[config.mk]
export PLATFORM = sky130hd
export DESIGN_NAME = gpt_timers
export DESIGN_NICKNAME = d
export VERILOG_FILES = /design/src/rtl/gpt_timers_end.sv /design/src/rtl/gpt_pkg.sv /design/src/rtl/gpt_timers.sv
export SDC_FILE = /design/constraint.sdc
export NUM_CORES = 1
export LEC_CHECK = 0
export ABC_AREA = 1
export BUFFER_PORTS_ARGS = -buffer_cell sky130_fd_sc_hd__buf_2
export CAP_MARGIN = 10
export CORE_UTILIZATION = 30
export DETAILED_ROUTE_END_ITERATION = 8
export PLACE_DENSITY = 0.48
export SETUP_SLACK_MARGIN = 0.4
export SYNTH_ARGS = -nofsm -noshare
export SYNTH_HDL_FRONTEND = slang
export SYNTH_SLANG_ARGS = --single-unit
[constraint.sdc]
create_clock -name mclk -period 2.45 [get_ports mclk]
set_input_delay 0.1225 -clock mclk [delete_from_list [all_inputs] [get_ports mclk]]
set_output_delay 0.1225 -clock mclk [all_outputs]
set_load 0.005 [all_outputs]
[src/rtl/gpt_timers_end.sv]
// Purpose: none; kept empty to end file list
// Assumes: nothing
// Notes: holds no logic
`timescale 1ns/100ps

[src/rtl/gpt_pkg.sv]
// Purpose: constants, types and register map of the counter/timer block
// Assumes: byte-wide special-function register port, single clock
// Notes: wide timer register offsets sit in gpt_w_base plus a local offset
//
// Summary of operation
// - count only when run and gate allow, except timer b and the split high byte (b run, no gate) while timer a is split
// - counter select picks falling pin edges, except timer b's while timer a is split
// - timer b modes 13/16/8-reload/inactive
// - timer a modes 13/16/8-reload/split
// - clock select: system clock or prescaled clock
// - prescaler divides by 12, 4, 48, ext/8
// - unused clock select bits read zero
// - legacy counts read/write as two bytes
// - wide timers are 16-bit, two bytes
// - capture/reload in control, toggle in config
// - wide counter select counts pin edges
// - wide clock: /1, /2, /12, ext/8
// - decrement enable: trigger pin sets direction
// - with decrement enable, no trigger captures/reloads
// - wide overflows drive DAC triggers; wide timers 0 and 1 also drive converter triggers
// - baud ticks from legacy b and wide timers
// - 13-bit mode overflows at 0x1FFF
// - 8-bit reload from unchanged high byte
// - split high byte uses b run, b flag
// - flags set by hardware, cleared by software/vector
package gpt_pkg;
  // ****************************************
  // register map
  // ****************************************
  localparam logic [7:0] GPT_A_MODE = 8'h89;
  localparam logic [7:0] GPT_A_TAL = 8'h8A;
  localparam logic [7:0] GPT_A_TBL = 8'h8B;
  localparam logic [7:0] GPT_A_TAH = 8'h8C;
  localparam logic [7:0] GPT_A_TBH = 8'h8D;
  localparam logic [7:0] GPT_A_CKC = 8'h8E;
  localparam logic [7:0] gpt_w_base [3] = '{8'hC0, 8'hC8, 8'hD0};
  localparam logic [2:0] GPT_W_CTL = 3'h0;
  localparam logic [2:0] GPT_W_CFG = 3'h1;
  localparam logic [2:0] GPT_W_CNL = 3'h2;
  localparam logic [2:0] GPT_W_CNH = 3'h3;
  localparam logic [2:0] GPT_W_RCL = 3'h4;
  localparam logic [2:0] GPT_W_RCH = 3'h5;
  localparam logic [7:0] GPT_RST_BYTE = 8'h00;
  // ****************************************
  // pins and timebase
  // ****************************************
  localparam int GPT_NPIN = 11;
  localparam int GPT_P_OSC = 0;
  localparam int GPT_P_IRQA = 1;
  localparam int GPT_P_IRQB = 2;
  localparam int GPT_P_CNTA = 3;
  localparam int GPT_P_CNTB = 4;
  localparam int GPT_P_WCNT = 5;
  localparam int GPT_P_WTRG = 8;
  localparam logic [5:0] GPT_DIV2 = 6'h02;
  localparam logic [5:0] GPT_DIV4 = 6'h04;
  localparam logic [5:0] GPT_DIV12 = 6'h0C;
  localparam logic [5:0] GPT_DIV48 = 6'h30;
  localparam logic [2:0] GPT_EXT_LAST = 3'h7;
  // ****************************************
  // types
  // ****************************************
  typedef enum logic [1:0] {GPT_M13 = 2'h0, GPT_M16 = 2'h1, GPT_M8R = 2'h2, GPT_M3 = 2'h3} gpt_mode_e;
  typedef enum logic [1:0] {GPT_P12 = 2'h0, GPT_P4 = 2'h1, GPT_P48 = 2'h2, GPT_PEXT = 2'h3} gpt_psc_e;
  typedef enum logic [1:0] {GPT_W1 = 2'h0, GPT_W2 = 2'h1, GPT_W12 = 2'h2, GPT_WEXT = 2'h3} gpt_wclk_e;
  typedef struct packed {
    logic gate_b; logic ct_b; gpt_mode_e mode_b;
    logic gate_a; logic ct_a; gpt_mode_e mode_a;
  } gpt_lmode_s;
  typedef struct packed {
    logic [2:0] rsv_hi; logic sys_b; logic sys_a; logic rsv_lo; gpt_psc_e psc;
  } gpt_ckc_s;
  typedef struct packed {
    logic tf; logic exf; logic [1:0] rsv; logic exen; logic run; logic ct; logic cprl;
  } gpt_wctl_s;
  typedef struct packed {
    logic [2:0] rsv; gpt_wclk_e clk; logic tog; logic toe; logic down_en;
  } gpt_wcfg_s;
endpackage

[src/rtl/gpt_timers.sv]
// Purpose: two legacy timers and three wide up/down timers
// Assumes: run bits and flag clears come from the timer control register
// Notes: register reads answer one cycle after sfr_rd
`timescale 1ns/100ps
module gpt_timers import gpt_pkg::*; (
  // clock, reset, enable
  input wire logic mclk,
  input wire logic rst,
  input wire logic ce,
  // register port
  input wire logic [7:0] sfr_addr,
  input wire logic sfr_wr,
  input wire logic sfr_rd,
  input wire logic [7:0] sfr_wdata,
  output logic [7:0] sfr_rdata,
  // legacy run bits and flag control
  input wire logic timer_a_run,
  input wire logic timer_b_run,
  input wire logic tf_a_clr,
  input wire logic tf_b_clr,
  input wire logic vec_a_ack,
  input wire logic vec_b_ack,
  output logic timer_a_overflow_flag,
  output logic timer_b_overflow_flag,
  // pins
  input wire logic ext_osc_pin,
  input wire logic ext_irq_a_pin,
  input wire logic ext_irq_b_pin,
  input wire logic timer_a_count_pin,
  input wire logic timer_b_count_pin,
  input wire logic [2:0] wide_timer_count_pin,
  input wire logic [2:0] wide_timer_trigger_pin,
  // events
  output logic [1:0] adc_start_trig,
  output logic [2:0] dac_update_trig,
  output logic [3:0] uart0_baud_src,
  output logic uart1_baud_tick,
  output logic [2:0] wide_toggle_out
);
  // ****************************************
  // pin synchronisers
  // ****************************************
  logic [GPT_NPIN-1:0] pins, s1_r, s2_r, s3_r, flt_r, fltd_r, fall;
  assign pins = {wide_timer_trigger_pin, wide_timer_count_pin, timer_b_count_pin,
                 timer_a_count_pin, ext_irq_b_pin, ext_irq_a_pin, ext_osc_pin};
  always_ff @(posedge mclk) begin
    if (rst) begin
      s1_r <= '0;
      s2_r <= '0;
      s3_r <= '0;
      flt_r <= '0;
      fltd_r <= '0;
    end else if (ce) begin
      s1_r <= pins;
      s2_r <= s1_r;
      s3_r <= s2_r;
      // a level is accepted only once two later stages agree
      flt_r <= (s2_r & s3_r) | (flt_r & (s2_r ^ s3_r));
      fltd_r <= flt_r;
    end
  end
  assign fall = fltd_r & ~flt_r;
  // ****************************************
  // timebase
  // ****************************************
  logic [5:0] p48_r;
  logic [2:0] e8_r;
  logic t2, t4, t12, t48, text, psc_tick;
  always_ff @(posedge mclk) begin
    if (rst) begin
      p48_r <= '0;
      e8_r <= '0;
    end else if (ce) begin
      p48_r <= (p48_r == GPT_DIV48 - 6'h01) ? 6'h00 : p48_r + 6'h01;
      if (flt_r[GPT_P_OSC] & ~fltd_r[GPT_P_OSC]) begin
        e8_r <= e8_r + 3'h1;
      end
    end
  end
  assign t2 = (p48_r % GPT_DIV2) == GPT_DIV2 - 6'h01;
  assign t4 = (p48_r % GPT_DIV4) == GPT_DIV4 - 6'h01;
  assign t12 = (p48_r % GPT_DIV12) == GPT_DIV12 - 6'h01;
  assign t48 = p48_r == GPT_DIV48 - 6'h01;
  assign text = flt_r[GPT_P_OSC] & ~fltd_r[GPT_P_OSC] & (e8_r == GPT_EXT_LAST);
  gpt_lmode_s lmode_r;
  gpt_ckc_s ckc_r;
  always_comb begin
    case (ckc_r.psc)
      GPT_P12: psc_tick = t12;
      GPT_P4: psc_tick = t4;
      GPT_P48: psc_tick = t48;
      default: psc_tick = text;
    endcase
  end
  // ****************************************
  // legacy timers
  // ****************************************
  // returns {overflow, next count} for one step in the given mode
  function automatic logic [16:0] gpt_step(input gpt_mode_e m, input logic [15:0] v);
    logic [13:0] n13;
    logic [16:0] n16;
    logic [8:0] n8;
    n13 = {1'b0, v[15:8], v[4:0]} + 14'h0001;
    n16 = {1'b0, v} + 17'h00001;
    n8 = {1'b0, v[7:0]} + 9'h001;
    case (m)
      GPT_M13: gpt_step = {n13[13], n13[12:5], v[7:5], n13[4:0]};
      GPT_M16: gpt_step = n16;
      GPT_M8R: gpt_step = n8[8] ? {1'b1, v[15:8], v[15:8]} : {1'b0, v[15:8], n8[7:0]};
      default: gpt_step = {n8[8], v[15:8], n8[7:0]};
    endcase
  endfunction
  logic [15:0] ta_r, tb_r, ta_nxt, tb_nxt;
  logic [16:0] a_st, b_st;
  logic [8:0] ah_st;
  logic a_m3, tick_a, tick_b, tick_ah, a_go, b_go, ah_go, ovf_a, ovf_b, ovf_ah;
  assign a_m3 = lmode_r.mode_a == GPT_M3;
  assign tick_a = lmode_r.ct_a ? fall[GPT_P_CNTA] : (ckc_r.sys_a | psc_tick);
  // timer b loses its pin while timer a is split
  assign tick_b = (lmode_r.ct_b & ~a_m3) ? fall[GPT_P_CNTB] : (ckc_r.sys_b | psc_tick);
  assign tick_ah = ckc_r.sys_a | psc_tick;
  assign a_go = timer_a_run & (~lmode_r.gate_a | flt_r[GPT_P_IRQA]) & tick_a;
  // while a is split, b runs on its mode alone
  assign b_go = tick_b & (lmode_r.mode_b != GPT_M3) &
                (a_m3 | (timer_b_run & (~lmode_r.gate_b | flt_r[GPT_P_IRQB])));
  assign ah_go = a_m3 & timer_b_run & tick_ah;
  assign a_st = gpt_step(lmode_r.mode_a, ta_r);
  assign b_st = gpt_step(lmode_r.mode_b, tb_r);
  assign ah_st = {1'b0, ta_r[15:8]} + 9'h001;
  assign ovf_a = a_go & a_st[16];
  assign ovf_b = b_go & b_st[16];
  assign ovf_ah = ah_go & ah_st[8];
  always_comb begin
    ta_nxt = ta_r;
    tb_nxt = tb_r;
    if (a_go) begin
      ta_nxt = a_st[15:0];
    end
    if (ah_go) begin
      ta_nxt[15:8] = ah_st[7:0];
    end
    if (b_go) begin
      tb_nxt = b_st[15:0];
    end
    // a software write wins over a count in the same cycle
    if (sfr_wr) begin
      if (sfr_addr == GPT_A_TAL) begin
        ta_nxt[7:0] = sfr_wdata;
      end else if (sfr_addr == GPT_A_TAH) begin
        ta_nxt[15:8] = sfr_wdata;
      end else if (sfr_addr == GPT_A_TBL) begin
        tb_nxt[7:0] = sfr_wdata;
      end else if (sfr_addr == GPT_A_TBH) begin
        tb_nxt[15:8] = sfr_wdata;
      end
    end
  end
  always_ff @(posedge mclk) begin
    if (rst) begin
      ta_r <= {GPT_RST_BYTE, GPT_RST_BYTE};
      tb_r <= {GPT_RST_BYTE, GPT_RST_BYTE};
    end else if (ce) begin
      ta_r <= ta_nxt;
      tb_r <= tb_nxt;
    end
  end
  always_ff @(posedge mclk) begin
    if (rst) begin
      lmode_r <= GPT_RST_BYTE;
      ckc_r <= GPT_RST_BYTE;
    end else if (ce & sfr_wr) begin
      if (sfr_addr == GPT_A_MODE) begin
        lmode_r <= sfr_wdata;
      end else if (sfr_addr == GPT_A_CKC) begin
        ckc_r <= sfr_wdata & 8'h1B;
      end
    end
  end
  // set wins over any clear arriving in the same cycle
  always_ff @(posedge mclk) begin
    if (rst) begin
      timer_a_overflow_flag <= 1'b0;
      timer_b_overflow_flag <= 1'b0;
    end else if (ce) begin
      timer_a_overflow_flag <= ovf_a | (timer_a_overflow_flag & ~tf_a_clr & ~vec_a_ack);
      timer_b_overflow_flag <= (a_m3 ? ovf_ah : ovf_b) |
                               (timer_b_overflow_flag & ~tf_b_clr & ~vec_b_ack);
    end
  end
  // ****************************************
  // wide timers
  // ****************************************
  logic [15:0] w_cnt_r [3];
  logic [15:0] w_rcap_r [3];
  gpt_wctl_s w_ctl_r [3];
  gpt_wcfg_s w_cfg_r [3];
  logic [2:0] w_ovf;
  for (genvar g = 0; g < 3; g++) begin : g_wide
    logic wr, tick, up, go, trg, hit, ovf;
    logic [15:0] cnt_nxt;
    assign wr = sfr_wr & (sfr_addr[7:3] == gpt_w_base[g][7:3]);
    always_comb begin
      case (w_cfg_r[g].clk)
        GPT_W1: tick = 1'b1;
        GPT_W2: tick = t2;
        GPT_W12: tick = t12;
        default: tick = text;
      endcase
      if (w_ctl_r[g].ct) begin
        tick = fall[GPT_P_WCNT+g];
      end
    end
    assign up = ~w_cfg_r[g].down_en | flt_r[GPT_P_WTRG+g];
    assign go = w_ctl_r[g].run & tick;
    // direction-only use of the trigger pin blocks captures and reloads
    assign trg = w_ctl_r[g].exen & ~w_cfg_r[g].down_en & fall[GPT_P_WTRG+g];
    assign hit = w_ctl_r[g].cprl ? (up ? &w_cnt_r[g] : ~|w_cnt_r[g])
                 : (up ? &w_cnt_r[g] : (w_cnt_r[g] == w_rcap_r[g]));
    assign ovf = go & hit;
    assign w_ovf[g] = ovf;
    always_comb begin
      cnt_nxt = w_cnt_r[g];
      if (go) begin
        if (hit & ~w_ctl_r[g].cprl) begin
          cnt_nxt = up ? w_rcap_r[g] : 16'hFFFF;
        end else begin
          cnt_nxt = up ? w_cnt_r[g] + 16'h0001 : w_cnt_r[g] - 16'h0001;
        end
      end
      if (trg & ~w_ctl_r[g].cprl) begin
        cnt_nxt = w_rcap_r[g];
      end
      if (wr & (sfr_addr[2:0] == GPT_W_CNL)) begin
        cnt_nxt[7:0] = sfr_wdata;
      end else if (wr & (sfr_addr[2:0] == GPT_W_CNH)) begin
        cnt_nxt[15:8] = sfr_wdata;
      end
    end
    always_ff @(posedge mclk) begin
      if (rst) begin
        w_cnt_r[g] <= '0;
        w_rcap_r[g] <= '0;
        w_ctl_r[g] <= GPT_RST_BYTE;
        w_cfg_r[g] <= GPT_RST_BYTE;
      end else if (ce) begin
        w_cnt_r[g] <= cnt_nxt;
        if (trg & w_ctl_r[g].cprl) begin
          w_rcap_r[g] <= w_cnt_r[g];
        end else if (wr & (sfr_addr[2:0] == GPT_W_RCL)) begin
          w_rcap_r[g][7:0] <= sfr_wdata;
        end else if (wr & (sfr_addr[2:0] == GPT_W_RCH)) begin
          w_rcap_r[g][15:8] <= sfr_wdata;
        end
        if (wr & (sfr_addr[2:0] == GPT_W_CTL)) begin
          w_ctl_r[g] <= sfr_wdata & 8'hCF;
        end
        if (ovf) begin
          w_ctl_r[g].tf <= 1'b1;
        end
        // exf toggles as a 17th bit on reload-mode overflow; a pin event sets it in either mode
        if (trg) begin
          w_ctl_r[g].exf <= 1'b1;
        end else if (ovf & ~w_ctl_r[g].cprl) begin
          w_ctl_r[g].exf <= ~w_ctl_r[g].exf;
        end
        if (wr & (sfr_addr[2:0] == GPT_W_CFG)) begin
          w_cfg_r[g] <= sfr_wdata & 8'h1F;
        end else if (ovf & w_cfg_r[g].toe) begin
          w_cfg_r[g].tog <= ~w_cfg_r[g].tog;
        end
      end
    end
  end
  // ****************************************
  // event outputs and read port
  // ****************************************
  logic [7:0] rd_mux;
  always_comb begin
    rd_mux = 8'h00;
    if (sfr_addr == GPT_A_MODE) begin
      rd_mux = lmode_r;
    end else if (sfr_addr == GPT_A_CKC) begin
      rd_mux = ckc_r;
    end else if (sfr_addr == GPT_A_TAL) begin
      rd_mux = ta_r[7:0];
    end else if (sfr_addr == GPT_A_TAH) begin
      rd_mux = ta_r[15:8];
    end else if (sfr_addr == GPT_A_TBL) begin
      rd_mux = tb_r[7:0];
    end else if (sfr_addr == GPT_A_TBH) begin
      rd_mux = tb_r[15:8];
    end else begin
      for (int i = 0; i < 3; i++) begin
        if (sfr_addr[7:3] == gpt_w_base[i][7:3]) begin
          case (sfr_addr[2:0])
            GPT_W_CTL: rd_mux = w_ctl_r[i];
            GPT_W_CFG: rd_mux = w_cfg_r[i];
            GPT_W_CNL: rd_mux = w_cnt_r[i][7:0];
            GPT_W_CNH: rd_mux = w_cnt_r[i][15:8];
            GPT_W_RCL: rd_mux = w_rcap_r[i][7:0];
            GPT_W_RCH: rd_mux = w_rcap_r[i][15:8];
            default: rd_mux = 8'h00;
          endcase
        end
      end
    end
  end
  always_ff @(posedge mclk) begin
    if (rst) begin
      sfr_rdata <= 8'h00;
      adc_start_trig <= '0;
      dac_update_trig <= '0;
      uart0_baud_src <= '0;
      uart1_baud_tick <= 1'b0;
      wide_toggle_out <= '0;
    end else if (ce) begin
      if (sfr_rd) begin
        sfr_rdata <= rd_mux;
      end
      adc_start_trig <= w_ovf[1:0];
      dac_update_trig <= w_ovf;
      uart0_baud_src <= {w_ovf, ovf_b};
      uart1_baud_tick <= ovf_b;
      wide_toggle_out <= {w_cfg_r[2].tog, w_cfg_r[1].tog, w_cfg_r[0].tog};
    end
  end
endmodule

==> impl_metrics.csv <==
group,metric,value,unit
final_layout,regArea,0.00638,mm2
logic_synthesis,yosysMostFrequentCell,"nand2_1",
critical_path,end_kind,"register",
clock_tree,clk_pin_slew_worst_paths,60,ps
min_path,hold_path.class,"input port to register",
logic_synthesis,synth_seq_cells,252,
final_layout,num-nets-final,3375,
die,start_util,30.5,%
die,core_region_area,0.0633,mm2
timing,tightestPinTransition,771,ps
timing,max_freq,418,MHz
final_layout,fin_util,43.0,%
critical_path,r2r-start,"w_cfg_r[0][0]",
critical_path,r2r_end,"w_cnt_r[0][10]",
final_layout,area_delta_synth_final,40.8,%
route,vias,21900,
pwr,power.density,485,mW/mm2
route,antenna_left,0,
die,die-area,0.0654,mm2
global_routing,overflow,0,
logic_synthesis,synthDistinctLibCells,51,
logic_synthesis,yosysTopAreaCell,"edfxtp_1",
route,wire_per_inst,20.3,um
logic_synthesis,synthArstFlopShare,0,%
route,routed_wl,84.2,mm
placement,place_congestion,0.970,
logic_synthesis,syn_area,0.0193,mm2
clock_tree,cts-root-buf,"clkbuf_16",
placement,dp_hpwl,59.2,mm
die,die_h,256,um
die,fp.dieW,256,um
logic_synthesis,synth_edf_count,129,
global_routing,grt_pass1_wl,124,mm
logic_synthesis,ys_warn_count,0,
timing,slew_viol_final,0,
timing,period_needed,2390,ps
placement,io_buffers,60,
logic_synthesis,seq_area_frac_synth,32.8,%
final_layout,multi_input_area,0.0135,mm2
route,drt_iter0_drc,1751,
logic_synthesis,ys_top_cells_by_count,"767 x nand2_1, 393 x inv_1, 290 x o21ai_0, 245 x nand3_1, 202 x a21oi_1",
clock_tree,clockBufferDepth,3,
final_layout,fillCellCount,6503,
critical_path,cp_max_fo,8,
clock_tree,cts-htree-levels,2,
critical_path,slowest_stage,"edfxtp_1",
timing,hold_viol_final,0,
pwr,peakVddDrop,0.411,mV
timing,slew_headroom,48.6,%
min_path,hp-start,"ce",
timing,setup_viol,0,
timing,rsz0062_at_grt,"true",
critical_path,cp-start-kind,"register",
critical_path,arrival,2680,ps
run,cap_violations,0,
logic_synthesis,syn_avg_cell_area,6.60,um2
timing,skew,32.7,ps
critical_path,cpPeakStageDelay,400,ps
critical_path,crit_required,2730,ps
critical_path,crit_type,"register to register",
min_path,holdPathEnd,"p48_r[2]",
critical_path,r2r_setup_slack,60,ps
logic_synthesis,syn_nets,3028,
global_routing,antenna_found_initial,7,
critical_path,worstRegToRegCells,13,
clock_tree,cts_made_buffers,34,
timing,period_share,97.6,%
clock_tree,clock_latency,570,ps
logic_synthesis,synth_top_area_share,20.0,%
clock_tree,clock_sinks,252,
critical_path,crit_top_cell,"nand3_1",
route,drc,0,
timing,fin_tns_setup,0,ps
clock_tree,cts_tree,"done",
critical_path,worstPathCellList,"inv_2 > nor2_4 > buf_12 > ha_4 > nand2_4 > nor3_4 > nand2_2 > a31oi_1 > o21ai_0 > nand3_1 > nand3_1 > nand2_1 > a21oi_1",
die,pin_count,61,
min_path,min_path_cells,3,
logic_synthesis,yosys_most_used_dff,"edfxtp_1",
route,drt_first_pass_iters,6,
route,viasPerCell,5.29,
die,rows,92,
global_routing,track_usage,24.2,%
logic_synthesis,synth_cells,2927,
run_status,status,"finished clean",
pwr,leakagePower,11.7,nW
global_routing,grt_pass1_vias,20900,
global_routing,grt_max_degree,47,
logic_synthesis,synth.area.top_cells,"edfxtp_1 20%, nand2_1 15%, dfxtp_1 13%",
final_layout,drive_gt1_share,29.5,%
[worst max-delay path: cells and delay by family, from the launching register on]
family	cells	cell delay, ps
AO/OA/AOI/OAI	3	400
adder cells (fa/ha/maj)	1	340
buffers and inverters	2	250
flip-flops	1	400
AND/OR/NAND/NOR	7	740
[routing by layer]
layer / share of wire [%] / GRT usage [%]
met1: 43 / 31.1
met3: 5.4 / 3.09
met4: 3.3 / 8.77
met5: 0.049 / 0
met2: 48 / 41.4
[area by class of cell]
class	count	area share, %
multi-input cells	2150	49.6
flip-flops and latches	252	23.4
repair buffers	420	13.0
inverters	414	5.94
well taps	846	3.89
clock buffers	45	3.47
clock inverters	16	0.588
repair inverters	2	0.0552
diodes	3	0.0276
[cell usage in the layout (no fill, tap or decap), drive strengths merged, types with 3 or more instances in the layout]
master | Yosys | routed
a21o | 7 | 7
a21boi | 5 | 5
nor4 | 9 | 9
dlygate4sd3 | 0 | 16
diode | 0 | 3
nor3 | 34 | 34
clkbuf | 58 | 50
nand2 | 779 | 779
dfxtp | 123 | 123
or2 | 10 | 10
o211ai | 16 | 16
buf | 53 | 399
o21ai | 296 | 296
nand4 | 63 | 63
o21bai | 8 | 8
fa | 3 | 3
clkinv | 7 | 19
inv | 407 | 408
xor2 | 59 | 59
a211oi | 5 | 5
a31oi | 4 | 4
clkinvlp | 0 | 3
ha | 60 | 60
o22ai | 90 | 90
a21oi | 202 | 202
nand3b | 7 | 7
xnor2 | 6 | 6
a22oi | 6 | 6
and2 | 3 | 3
nand3 | 251 | 251
nor2 | 217 | 217
edfxtp | 129 | 129
[how the worst max path moves through the flow]
stage / from / depth (start not counted) / slack, ps / end
floorplan: w_cfg_r[1][0] / 11 / 130 / w_cnt_r[1][11]
global placement: w_cfg_r[1][0] / 13 / -70 / w_cnt_r[1][11]
detailed placement: w_cfg_r[1][0] / 13 / -110 / w_cnt_r[1][11]
CTS: w_cfg_r[0][0] / 16 / 130 / w_cnt_r[0][8]
global route: w_cfg_r[2][0] / 18 / -20 / w_cnt_r[2][9]
finish: w_cfg_r[0][0] / 13 / 60 / w_cnt_r[0][10]
[state kept, by name (all words and copies together), names as in the netlist, 15 cells and up]
register,count
w_cnt_r,48
w_rcap_r,48
w_ctl_r,18
ta_r,16
tb_r,16
w_cfg_r,15
[metrics by stage]
stage          hold WS [ps]  cell area [um2]  cells  power (mW)  setup WS, ps
2_1_floorplan           235            19500   2927        6.20           134
3_3_place_gp            327            21900   3910        7.11         -67.2
3_5_place_dp            328            21900   3910        7.12          -108
4_1_cts                11.0            24800   4051        12.7           134
5_1_grt                39.6            27200   4145        13.7         -16.4
6_report               14.0            27200   4148        13.2          59.4
[power breakdown]
part / total, mW / switching [mW] / leakage (nW) / internal, mW
combinational: 3.42 / 1.99 / 8.89 / 1.43
clock: 5.01 / 2.07 / 0.534 / 2.94
sequential: 4.76 / 0.173 / 2.32 / 4.59
total: 13.2 / 4.24 / 11.7 / 8.96
[timing repair]
| item | in CTS | in global routing |
|---|---|---|
| setup endpoints to repair | 164 | 214 |
| buffers inserted | 58 | 88 |
| gates cloned | 6 | 6 |
| hold buffers | 16 | 0 |
| hold endpoints to repair | 16 | 0 |
| gates resized for setup | 264 | 416 |
| pin swaps | 85 | 171 |
[kinds of logic (layout without fill, tap and decap cells)]
family          count (synthesis)  after routing  synth area share [%]
fa+ha+maj                      63             63                  4.20
simple gates                 1375           1375                  31.2
other cells                     0              3                     0
compound gates                647            647                  18.1
xor+xnor                       65             65                  2.95
flops                         252            252                  32.8
buf+inv                       525            897                  10.8
Power figures use the tool's default switching activity.
